==> src/inc/ursc_pkg.sv <==
// constants and types shared by the receive status and control block
package ursc_pkg;

	// ------------------------------------------------------------
	// register map (word index on the plain register port)
	// ------------------------------------------------------------
	localparam logic [3:0] URSC_ADDR_CTRL = 4'h0;
	localparam logic [3:0] URSC_ADDR_DATA = 4'h1;
	localparam logic [3:0] URSC_ADDR_ISTAT = 4'h2;
	localparam logic [3:0] URSC_ADDR_IMASK = 4'h3;

	// ------------------------------------------------------------
	// receive_status_control field positions
	// ------------------------------------------------------------
	localparam int URSC_BIT_PORT_EN = 7;
	localparam int URSC_BIT_NINE_SEL = 6;
	localparam int URSC_BIT_SINGLE_EN = 5;
	localparam int URSC_BIT_CONT_EN = 4;
	localparam int URSC_BIT_ADDR_DET = 3;
	localparam int URSC_BIT_FRAME_ERR = 2;
	localparam int URSC_BIT_OVERRUN = 1;
	localparam int URSC_BIT_NINTH = 0;

	// ------------------------------------------------------------
	// interrupt status and mask field positions
	// ------------------------------------------------------------
	localparam int URSC_IRQ_RXRDY = 0;
	localparam int URSC_IRQ_FRAME = 1;
	localparam int URSC_IRQ_OVER = 2;

	// ------------------------------------------------------------
	// values after reset
	// ------------------------------------------------------------
	localparam logic [7:0] URSC_RST_BYTE = 8'h00;
	localparam logic URSC_RST_BIT = 1'b0;
	localparam logic [2:0] URSC_RST_IRQ = 3'h0;

	// software-writable control bits (upper five) of the register
	typedef struct packed {
		logic serialPortEnable;
		logic nineBitReceiveSelect;
		logic singleReceiveEnable;
		logic continuousReceiveEnable;
		logic addressDetectEnable;
	} ursc_ctrl_s;

	// one character handed over by the shift datapath
	typedef struct packed {
		logic valid;
		logic [7:0] data;
		logic ninth;
		logic frameErr;
	} ursc_char_s;

	localparam ursc_ctrl_s URSC_RST_CTRL = '{1'b0, 1'b0, 1'b0, 1'b0, 1'b0};

endpackage

==> src/hw/ursc_rx_ctrl.sv <==
// receive status and control logic of a serial port
`timescale 1ns/1ps
`default_nettype none

module ursc_rx_ctrl
	import ursc_pkg::*;
(
	input wire logic mclk,
	input wire logic resetn,
	// register port
	input wire logic [3:0] regAddr,
	input wire logic [7:0] regWrData,
	input wire logic regWrite,
	input wire logic regRead,
	output logic [7:0] regRdData,
	// mode from the transmit side
	input wire logic syncMode,
	input wire logic syncMaster,
	// character from the shift datapath
	input wire ursc_char_s rxChar,
	// controls to the datapath and pins
	output logic receiveEnable,
	output logic portEnable,
	output logic nineBitMode,
	output logic addressDetectOn,
	output logic intReq
);

	// ------------------------------------------------------------
	// state
	// ------------------------------------------------------------
	ursc_ctrl_s ctrl_ff;
	ursc_ctrl_s nxt_ctrl;
	logic [7:0] rxBuf_ff;
	logic [7:0] nxt_rxBuf;
	logic bufFull_ff;
	logic nxt_bufFull;
	logic frameErr_ff;
	logic nxt_frameErr;
	logic overrun_ff;
	logic nxt_overrun;
	logic ninthBit_ff;
	logic nxt_ninthBit;
	logic [2:0] irqStat_ff;
	logic [2:0] nxt_irqStat;
	logic [2:0] irqMask_ff;
	logic [2:0] nxt_irqMask;
	logic [7:0] rdData_ff;
	logic [7:0] nxt_rdData;
	logic rxEn_ff;
	logic nxt_rxEn;
	logic irq_ff;
	logic nxt_irq;

	// ------------------------------------------------------------
	// register port decode
	// ------------------------------------------------------------
	// one strobe qualified by one register index
	function automatic logic regHit(input logic strobe, input logic [3:0] addr,
		input logic [3:0] idx);
		return strobe && (addr == idx);
	endfunction

	wire logic wrCtrl = regHit(regWrite, regAddr, URSC_ADDR_CTRL);
	wire logic wrMask = regHit(regWrite, regAddr, URSC_ADDR_IMASK);
	wire logic rdData = regHit(regRead, regAddr, URSC_ADDR_DATA);
	wire logic rdStat = regHit(regRead, regAddr, URSC_ADDR_ISTAT);

	// status view of the control register, placed by field position
	logic [7:0] ctrlView;
	always_comb begin
		ctrlView = URSC_RST_BYTE;
		ctrlView[URSC_BIT_PORT_EN] = ctrl_ff.serialPortEnable;
		ctrlView[URSC_BIT_NINE_SEL] = ctrl_ff.nineBitReceiveSelect;
		ctrlView[URSC_BIT_SINGLE_EN] = ctrl_ff.singleReceiveEnable;
		ctrlView[URSC_BIT_CONT_EN] = ctrl_ff.continuousReceiveEnable;
		ctrlView[URSC_BIT_ADDR_DET] = ctrl_ff.addressDetectEnable;
		ctrlView[URSC_BIT_FRAME_ERR] = frameErr_ff;
		ctrlView[URSC_BIT_OVERRUN] = overrun_ff;
		ctrlView[URSC_BIT_NINTH] = ninthBit_ff;
	end

	// ------------------------------------------------------------
	// receiver enable
	// ------------------------------------------------------------
	wire logic masterSync = syncMode && syncMaster;
	wire logic contOn = ctrl_ff.continuousReceiveEnable;
	// single receive in sync master only
	wire logic singleOn = masterSync && ctrl_ff.singleReceiveEnable && !contOn;
	// overrun blocks reception until it is cleared, so no later byte hides it
	wire logic rxOn = ctrl_ff.serialPortEnable && (contOn || singleOn) && !overrun_ff;

	// ------------------------------------------------------------
	// character acceptance
	// ------------------------------------------------------------
	// address detect in async nine-bit only
	wire logic addrMode = !syncMode && ctrl_ff.nineBitReceiveSelect &&
		ctrl_ff.addressDetectEnable;
	wire logic charIn = rxChar.valid && rxEn_ff;
	wire logic charKeep = charIn && !(addrMode && !rxChar.ninth);
	// buffer is emptied by the read in the same cycle, so the new byte still fits
	wire logic bufFree = !bufFull_ff || rdData;
	wire logic charLoad = charKeep && bufFree;
	wire logic charLost = charKeep && !bufFree;

	// ------------------------------------------------------------
	// control register next value
	// ------------------------------------------------------------
	always_comb begin
		nxt_ctrl = ctrl_ff;
		if (wrCtrl) begin
			nxt_ctrl.serialPortEnable = regWrData[URSC_BIT_PORT_EN];
			nxt_ctrl.nineBitReceiveSelect = regWrData[URSC_BIT_NINE_SEL];
			nxt_ctrl.singleReceiveEnable = regWrData[URSC_BIT_SINGLE_EN];
			nxt_ctrl.continuousReceiveEnable = regWrData[URSC_BIT_CONT_EN];
			nxt_ctrl.addressDetectEnable = regWrData[URSC_BIT_ADDR_DET];
		end else if (singleOn && charIn) begin
			nxt_ctrl.singleReceiveEnable = 1'b0;
		end
	end

	// ------------------------------------------------------------
	// receive buffer and status flags
	// ------------------------------------------------------------
	assign nxt_rxBuf = charLoad ? rxChar.data : rxBuf_ff;
	assign nxt_bufFull = charLoad || (bufFull_ff && !rdData);
	assign nxt_frameErr = charLoad ? rxChar.frameErr : frameErr_ff;
	// ninth bit kept only in nine-bit mode
	assign nxt_ninthBit = (charLoad && ctrl_ff.nineBitReceiveSelect) ? rxChar.ninth : ninthBit_ff;
	wire logic contCleared = wrCtrl && !regWrData[URSC_BIT_CONT_EN];
	assign nxt_overrun = charLost || (overrun_ff && !contCleared);

	// ------------------------------------------------------------
	// interrupt status, mask and request
	// ------------------------------------------------------------
	logic [2:0] irqEvent;
	always_comb begin
		irqEvent = URSC_RST_IRQ;
		irqEvent[URSC_IRQ_RXRDY] = charLoad;
		irqEvent[URSC_IRQ_FRAME] = charLoad && rxChar.frameErr;
		irqEvent[URSC_IRQ_OVER] = charLost;
	end
	// a read clears, but an event in the same cycle is kept
	assign nxt_irqStat = irqEvent | (rdStat ? URSC_RST_IRQ : irqStat_ff);
	assign nxt_irqMask = wrMask ? regWrData[2:0] : irqMask_ff;
	assign nxt_irq = |(nxt_irqStat & nxt_irqMask);

	// ------------------------------------------------------------
	// read data mux
	// ------------------------------------------------------------
	always_comb begin
		nxt_rdData = URSC_RST_BYTE;
		if (regRead) begin
			unique case (regAddr)
				URSC_ADDR_CTRL: nxt_rdData = ctrlView;
				URSC_ADDR_DATA: nxt_rdData = rxBuf_ff;
				URSC_ADDR_ISTAT: nxt_rdData = {5'h00, irqStat_ff};
				URSC_ADDR_IMASK: nxt_rdData = {5'h00, irqMask_ff};
				default: nxt_rdData = URSC_RST_BYTE;
			endcase
		end
	end

	assign nxt_rxEn = rxOn;

	// ------------------------------------------------------------
	// control register
	// ------------------------------------------------------------
	always_ff @(posedge mclk or negedge resetn) begin
		if (!resetn) begin
			ctrl_ff <= URSC_RST_CTRL;
		end else begin
			ctrl_ff <= nxt_ctrl;
		end
	end

	// ------------------------------------------------------------
	// receive buffer
	// ------------------------------------------------------------
	always_ff @(posedge mclk or negedge resetn) begin
		if (!resetn) begin
			rxBuf_ff <= URSC_RST_BYTE;
		end else begin
			rxBuf_ff <= nxt_rxBuf;
		end
	end

	// a load in the cycle of a data read keeps the buffer full
	always_ff @(posedge mclk or negedge resetn) begin
		if (!resetn) begin
			bufFull_ff <= URSC_RST_BIT;
		end else begin
			bufFull_ff <= nxt_bufFull;
		end
	end

	// ------------------------------------------------------------
	// receive flags
	// ------------------------------------------------------------
	always_ff @(posedge mclk or negedge resetn) begin
		if (!resetn) begin
			frameErr_ff <= URSC_RST_BIT;
		end else begin
			frameErr_ff <= nxt_frameErr;
		end
	end

	// sticky: only a write that drops continuous receive lets it go
	always_ff @(posedge mclk or negedge resetn) begin
		if (!resetn) begin
			overrun_ff <= URSC_RST_BIT;
		end else begin
			overrun_ff <= nxt_overrun;
		end
	end

	// reset to zero rather than unknown so a read never shows an undefined bit
	always_ff @(posedge mclk or negedge resetn) begin
		if (!resetn) begin
			ninthBit_ff <= URSC_RST_BIT;
		end else begin
			ninthBit_ff <= nxt_ninthBit;
		end
	end

	// ------------------------------------------------------------
	// interrupt status
	// ------------------------------------------------------------
	always_ff @(posedge mclk or negedge resetn) begin
		if (!resetn) begin
			irqStat_ff <= URSC_RST_IRQ;
		end else begin
			irqStat_ff <= nxt_irqStat;
		end
	end

	// ------------------------------------------------------------
	// interrupt mask and request
	// ------------------------------------------------------------
	always_ff @(posedge mclk or negedge resetn) begin
		if (!resetn) begin
			irqMask_ff <= URSC_RST_IRQ;
		end else begin
			irqMask_ff <= nxt_irqMask;
		end
	end

	// built from next status and mask so request and status bit rise together
	always_ff @(posedge mclk or negedge resetn) begin
		if (!resetn) begin
			irq_ff <= URSC_RST_BIT;
		end else begin
			irq_ff <= nxt_irq;
		end
	end

	// ------------------------------------------------------------
	// read port
	// ------------------------------------------------------------
	// zero outside the answer cycle, so a stale value never looks like a read
	always_ff @(posedge mclk or negedge resetn) begin
		if (!resetn) begin
			rdData_ff <= URSC_RST_BYTE;
		end else begin
			rdData_ff <= nxt_rdData;
		end
	end

	// ------------------------------------------------------------
	// receiver enable
	// ------------------------------------------------------------
	// one cycle behind the control bits; the datapath sees a clean level
	always_ff @(posedge mclk or negedge resetn) begin
		if (!resetn) begin
			rxEn_ff <= URSC_RST_BIT;
		end else begin
			rxEn_ff <= nxt_rxEn;
		end
	end

	// ------------------------------------------------------------
	// outputs
	// ------------------------------------------------------------
	assign regRdData = rdData_ff;
	assign receiveEnable = rxEn_ff;
	assign portEnable = ctrl_ff.serialPortEnable;
	assign nineBitMode = ctrl_ff.nineBitReceiveSelect;
	assign addressDetectOn = ctrl_ff.addressDetectEnable;
	assign intReq = irq_ff;

endmodule

`default_nettype wire

==> config.mk <==
export PLATFORM = sky130hd
export DESIGN_NAME = ursc_rx_ctrl
export DESIGN_NICKNAME = d
export VERILOG_FILES = /design/src/inc/ursc_pkg.sv /design/src/hw/ursc_rx_ctrl.sv
export SDC_FILE = /design/constraint.sdc
export NUM_CORES = 1
export LEC_CHECK = 0
export ABC_CLOCK_PERIOD_IN_PS = 4200
export BUFFER_PORTS_ARGS = -buffer_cell sky130_fd_sc_hd__buf_2
export CORE_MARGIN = 4
export CORE_UTILIZATION = 55
export CTS_CLUSTER_SIZE = 30
export DETAILED_ROUTE_END_ITERATION = 16
export PLACE_DENSITY = 0.8
export SYNTH_ARGS = -nofsm -noshare
export SYNTH_HDL_FRONTEND = slang
export SYNTH_SLANG_ARGS = --single-unit
export TNS_END_PERCENT = 1
==> constraint.sdc <==
create_clock -name mclk -period 4.2 [get_ports mclk]
set_clock_uncertainty 0.2 [all_clocks]
set_input_delay 0.42 -clock mclk [delete_from_list [all_inputs] [get_ports mclk]]
set_output_delay 0.42 -clock mclk [all_outputs]
set_load 0.01 [all_outputs]
# Yosys cells after proc, flatten, opt, wreduce, memory -nomap -nowiden
# Cells that the tools add are included.
totals:
  register_bits: 33
  input_bits: 29
  output_inout_bits: 13
  elab_cells: 65
classes:
  eq_ne: 3
  n_mux: 6
  bitwise_logic: 2
  reduce_logical: 39
op_table:
  columns: ["cell", "count"]
  rows:
  - ["8-bit one-hot mux with 4 select lines", 1]
  - ["1-bit logical AND", 22]
  - ["1-bit zero test", 10]
  - ["4-bit by 2-bit == test with 1-bit output, second input constant", 2]
  - ["8-bit two-way mux", 1]
  - ["3-bit two-way mux", 2]
  - ["4-bit by 1-bit == test with 1-bit output, second input constant", 1]
  - ["4-bit zero test", 1]
  - ["1-bit logical OR", 4]
  - ["3-bit AND", 1]
  - ["3-bit bitwise OR", 1]
  - ["3-bit OR reduction", 1]
  - ["1-bit two-way mux", 2]
  - ["2-bit nonzero test", 1]

# Logic depth before layout (Yosys ltp)
logic_depth:
  ltp_word: 11
  mapped_depth: 5
  mapped_depth_nobuf: 4

# Least setup slack after synthesis
# Ideal clock, no wire load.
synth_path:
  path_type: "input port to flip-flop"
  startpoint: "input port regAddr[3]"
  endpoint: "register frameErr_ff"
  setup_ps: 125
  arrival_ps: 1892
  slack_ps: 1983
  cell_stages: 4
  path_buffers: 1
  cell_sequence: "or4b_4 -> a2111oi_4 -> buf_6 -> mux2_4"
synth_between:
  elab_chain_cells: 4
synth_lines:
  columns: ["element", "line", "text"]
  rows:
  - ["start: declaration", "ursc_rx_ctrl.sv:11", "input wire logic [3:0] regAddr,"]
  - ["4-bit by 1-bit == test with 1-bit output", "ursc_rx_ctrl.sv:61", "return strobe && (addr == idx);"]
  - ["1-bit logical AND", "ursc_rx_ctrl.sv:61", null]
  - ["1-bit logical OR", "ursc_rx_ctrl.sv:102", "wire logic bufFree = !bufFull_ff || rdData;"]
  - ["1-bit logical AND", "ursc_rx_ctrl.sv:103", "wire logic charLoad = charKeep && bufFree;"]
  - ["end signal: assignment", "ursc_rx_ctrl.sv:204", "frameErr_ff <= nxt_frameErr;"]
  - ["end: declaration", "ursc_rx_ctrl.sv:38", "logic frameErr_ff;"]
# No other way between the ends.
# A chain may end at the register's enable or synchronous reset.

# Worst setup path after layout
layout_path:
  startpoint: "input port regAddr[0]"
  endpoint: "register ninthBit_ff"
layout_between:
  elab_chain_cells: 5
layout_lines:
  columns: ["element", "line", "text"]
  rows:
  - ["4-bit by 1-bit == test with 1-bit output", "ursc_rx_ctrl.sv:61", null]
  - ["1-bit logical AND", "ursc_rx_ctrl.sv:61", null]
  - ["1-bit logical OR", "ursc_rx_ctrl.sv:102", null]
  - ["1-bit logical AND", "ursc_rx_ctrl.sv:103", null]
  - ["1-bit logical AND", "ursc_rx_ctrl.sv:129", "assign nxt_ninthBit = (charLoad && ctrl_ff.nineBitReceiveSelect) ? rxChar.ninth : ninthBit_ff;"]
  - ["end signal: assignment", "ursc_rx_ctrl.sv:222", "ninthBit_ff <= nxt_ninthBit;"]
  - ["end: declaration", "ursc_rx_ctrl.sv:42", "logic ninthBit_ff;"]
# No other way between the ends.

==> flow_summary.toml <==
[setup_path]
arrival_ns = 2.28
r2r-end = "ninthBit_ff$_DFFE_PN0P_"
max_stage_delay_ns = 0.52
endpoint_kind = "register"
critical-path-top-delay-family = "simple AND/OR/NAND/NOR gates"
path_cells = "buf_2, or4b_4, a2111oi_4, buf_4, nand2_1, mux2_4"
r2r_setup_slack_ns = 2.18
reg2reg_from = "nineBitMode$_DFFE_PN0N_"
worstSetupStartpoint = "regAddr[0]"
crit_buf_inv = 2
critPathSlowestCell = "or4b_4"
crit_fanout = 14
start_kind = "input port"
r2r_cells = 5
path_class = "input port to register"
required_ns = 4.24

[yosys]
ys_ff_latch = 33
yosys.area.top_type = "dfrtp_1"
yosys-top-cells-area = "dfrtp_1 55%, mux2_4 9.0%, mux2i_1 4.7%"
synth-seq-area-share = 0.552
synth_nets = 143
yosysUniqueCellTypes = 33
ys_warn_count = 0
syn_area_per_cell_um2 = 13.1
synth_top_area_share = 0.552
netlist_instances = 114
synthesis.area_um2 = 1500

[die]
die_x_um = 60.1
dieHeight_um = 60.1
coreArea_um2 = 2540
num_rows = 18
top_level_ports = 42
initial_core_util = 0.588
dieArea_um2 = 3620

[clock_tree]
path_clk_slew_ns = 0.11
cts_buffers = 5
htree_levels = 2
cts_tree = "yes"
clk_latency_ns = 0.35
cts_resized = 0
clock_sinks = 33
cts.path.max_buffers = 2
post-cts-setup-buffer-count = 0
root_buffer = "clkbuf_4"
ctsHoldBuffers = 1

[sta]
tns_ns = 0
tightest_slew_ns = 0.724
max_slew_margin = 0.517
min_period_ns = 2.24
final-setup-viol-count = 0
timing.final.hold_violations = 0
rsz0062_at_grt = "false"
clock.fmax_mhz = 447
finalMaxSlewViolations = 0
final.period_utilization = 0.533

[finish]
syn2layout_area_growth_pct = 19.8
final_cells = 192
regArea_um2 = 826
drive_gt1_frac = 0.432
final_nets = 190
n_fill_cell = 179
multi_input_area_um2 = 621
diodes = 0

[pwr]
clkPwrFrac = 0.197
leakagePower_nw = 0.921
power_frac_seq = 0.541
netSwitchingFraction = 0.304
p_per_area_nw_per_um2 = 491
combPwrFrac = 0.262
p_sw_mw = 0.268
p_int_mw = 0.612
peakVddDrop_mv = 0.419

[drt]
drc = 0
drtAntennaViolNets = 0
wire_per_inst_um = 16.6
vias_per_cell = 5.47
totalWireLength_um = 3190
dr.pass1.iters = 4
drt_iter0_markers = 30
num_vias = 1051

[min_path]
hold_class = "input port to register"
hold_end = "portEnable$_DFFE_PN0N_"
holdCritStartpoint = "regWrData[7]"
hold_path_depth = 2

[status]
status = "finished clean"

[grt]
grt_pass1_vias = 1055
gr-total-overflow = 0
grt_usage = 0.199
grt_start_max_net_pins = 34
grt_pass1_wl_um = 4950
grt_antenna_before_repair = 0

[placement]
gp_congestion = 0.845
hpwlAfterDp_um = 2380
dp.cells = 183
io_buffer_count = 41

[flow_run]
max_cap_violations = 0
[final cells by class]
type	instances	area share
clock buffer	5	0.0209
clock inverter	3	0.00978
inverter	8	0.0168
multi-input combinational	70	0.346
sequential	33	0.461
tap	30	0.0209
timing repair buffer	43	0.124
[power groups by stage]
| stage | clock network (mW) | registers, mW | logic (mW) |
|---|---|---|---|
| 6_report | 0.174 | 0.476 | 0.231 |
| 5_1_grt | 0.194 | 0.487 | 0.255 |
| 4_1_cts | 0.179 | 0.476 | 0.233 |
| 3_5_place_dp | 0 | 0.482 | 0.232 |
| 3_3_place_gp | 0 | 0.475 | 0.220 |
| 2_1_floorplan | 0 | 0.466 | 0.162 |
[worst register-to-register path, stage by stage (launching register included)]
cell	delay [ns]
dfrtp_1	0.43
and4bb_2	0.28
a2111oi_4	0.31
buf_4	0.30
nand2_1	0.10
mux2_4	0.29
[logic make-up after synthesis]
group           after synthesis  synth area share
flops                        33             0.552
mux                          23             0.208
simple gates                 30             0.115
buf+inv                      11            0.0326
compound gates               17            0.0929
[routing by layer]
metal  global-route usage  wire, um
met5                    0         0
met4               0.0949        60
met3               0.0734       203
met2                0.310      1560
met1                0.244      1370
[synth_stat cells]
| cell type | instances |
|---|---|
| and4bb_2 | 1 |
| mux2_2 | 5 |
| mux4_2 | 1 |
| nor3b_1 | 2 |
| mux2_4 | 9 |
| and3_1 | 3 |
| o221ai_1 | 1 |
| a21oi_1 | 1 |
| o22ai_1 | 1 |
| mux4_1 | 1 |
| inv_1 | 8 |
| a21boi_0 | 2 |
| nand2_1 | 8 |
| dfrtp_1 | 33 |
| a22o_1 | 1 |
| a2111oi_4 | 1 |
| nor2b_1 | 1 |
| o311ai_0 | 1 |
| a2111o_1 | 1 |
| buf_1 | 1 |
| buf_6 | 1 |
| nor2_1 | 7 |
| or2_2 | 2 |
| nor3_1 | 1 |
| o21ai_0 | 4 |
| nor4b_1 | 2 |
| mux2i_1 | 7 |
| a22oi_1 | 2 |
| or4b_4 | 1 |
| and4_1 | 1 |
| a31oi_1 | 2 |
| clkbuf_1 | 1 |
| nand3_1 | 1 |
[through the flow]
step,hold WS (ns),area (um^2),setup slack [ns],util,power (mW)
after floorplan,-0.0756,1500,1.98,-,0.628
after global placement,0.253,1730,1.64,0.678,0.695
after detailed placement,0.259,1730,1.61,0.678,0.714
after CTS,0.0814,1790,1.99,0.704,0.888
after global routing,0.0677,1790,1.90,0.704,0.937
final,0.0985,1790,1.96,0.704,0.880
[state kept, by name, indices dropped and copies added, names as in the netlist]
name and flops:
ninthBit_ff 1, receiveEnable 1, frameErr_ff 1, nineBitMode 1, regRdData 8, overrun_ff 1
portEnable 1, intReq 1, irqMask_ff 3, bufFull_ff 1, contOn 1, addressDetectOn 1
irqStat_ff 3, rxBuf_ff 8, ctrlView 1
[layout by cell type, fill, tap and decap left out, types with 2 or more instances in the layout]
cell,Yosys,layout
nand2_1,8,8
dfrtp_1,33,33
o21ai_0,4,4
and3_1,3,3
or2_2,2,2
mux2i_1,7,7
nor3b_1,2,2
clkinv_2,0,2
a31oi_1,2,2
nor2_1,7,7
clkbuf_4,0,5
a21boi_0,2,2
nor4b_1,2,2
buf_2,0,41
a22oi_1,2,2
mux2_2,5,5
mux2_4,9,9
inv_1,8,8
[worst max-delay path by stage]
stage | endpoint | cells past startpoint
after detailed placement | ninthBit_ff$_DFFE_PN0P_ | 6
final | ninthBit_ff$_DFFE_PN0P_ | 6
after CTS | ninthBit_ff$_DFFE_PN0P_ | 6
after floorplan | frameErr_ff$_DFFE_PN0P_ | 4
after global routing | ninthBit_ff$_DFFE_PN0P_ | 6
after global placement | ninthBit_ff$_DFFE_PN0P_ | 6
Note: power is estimated with default switching activity, not from simulation.
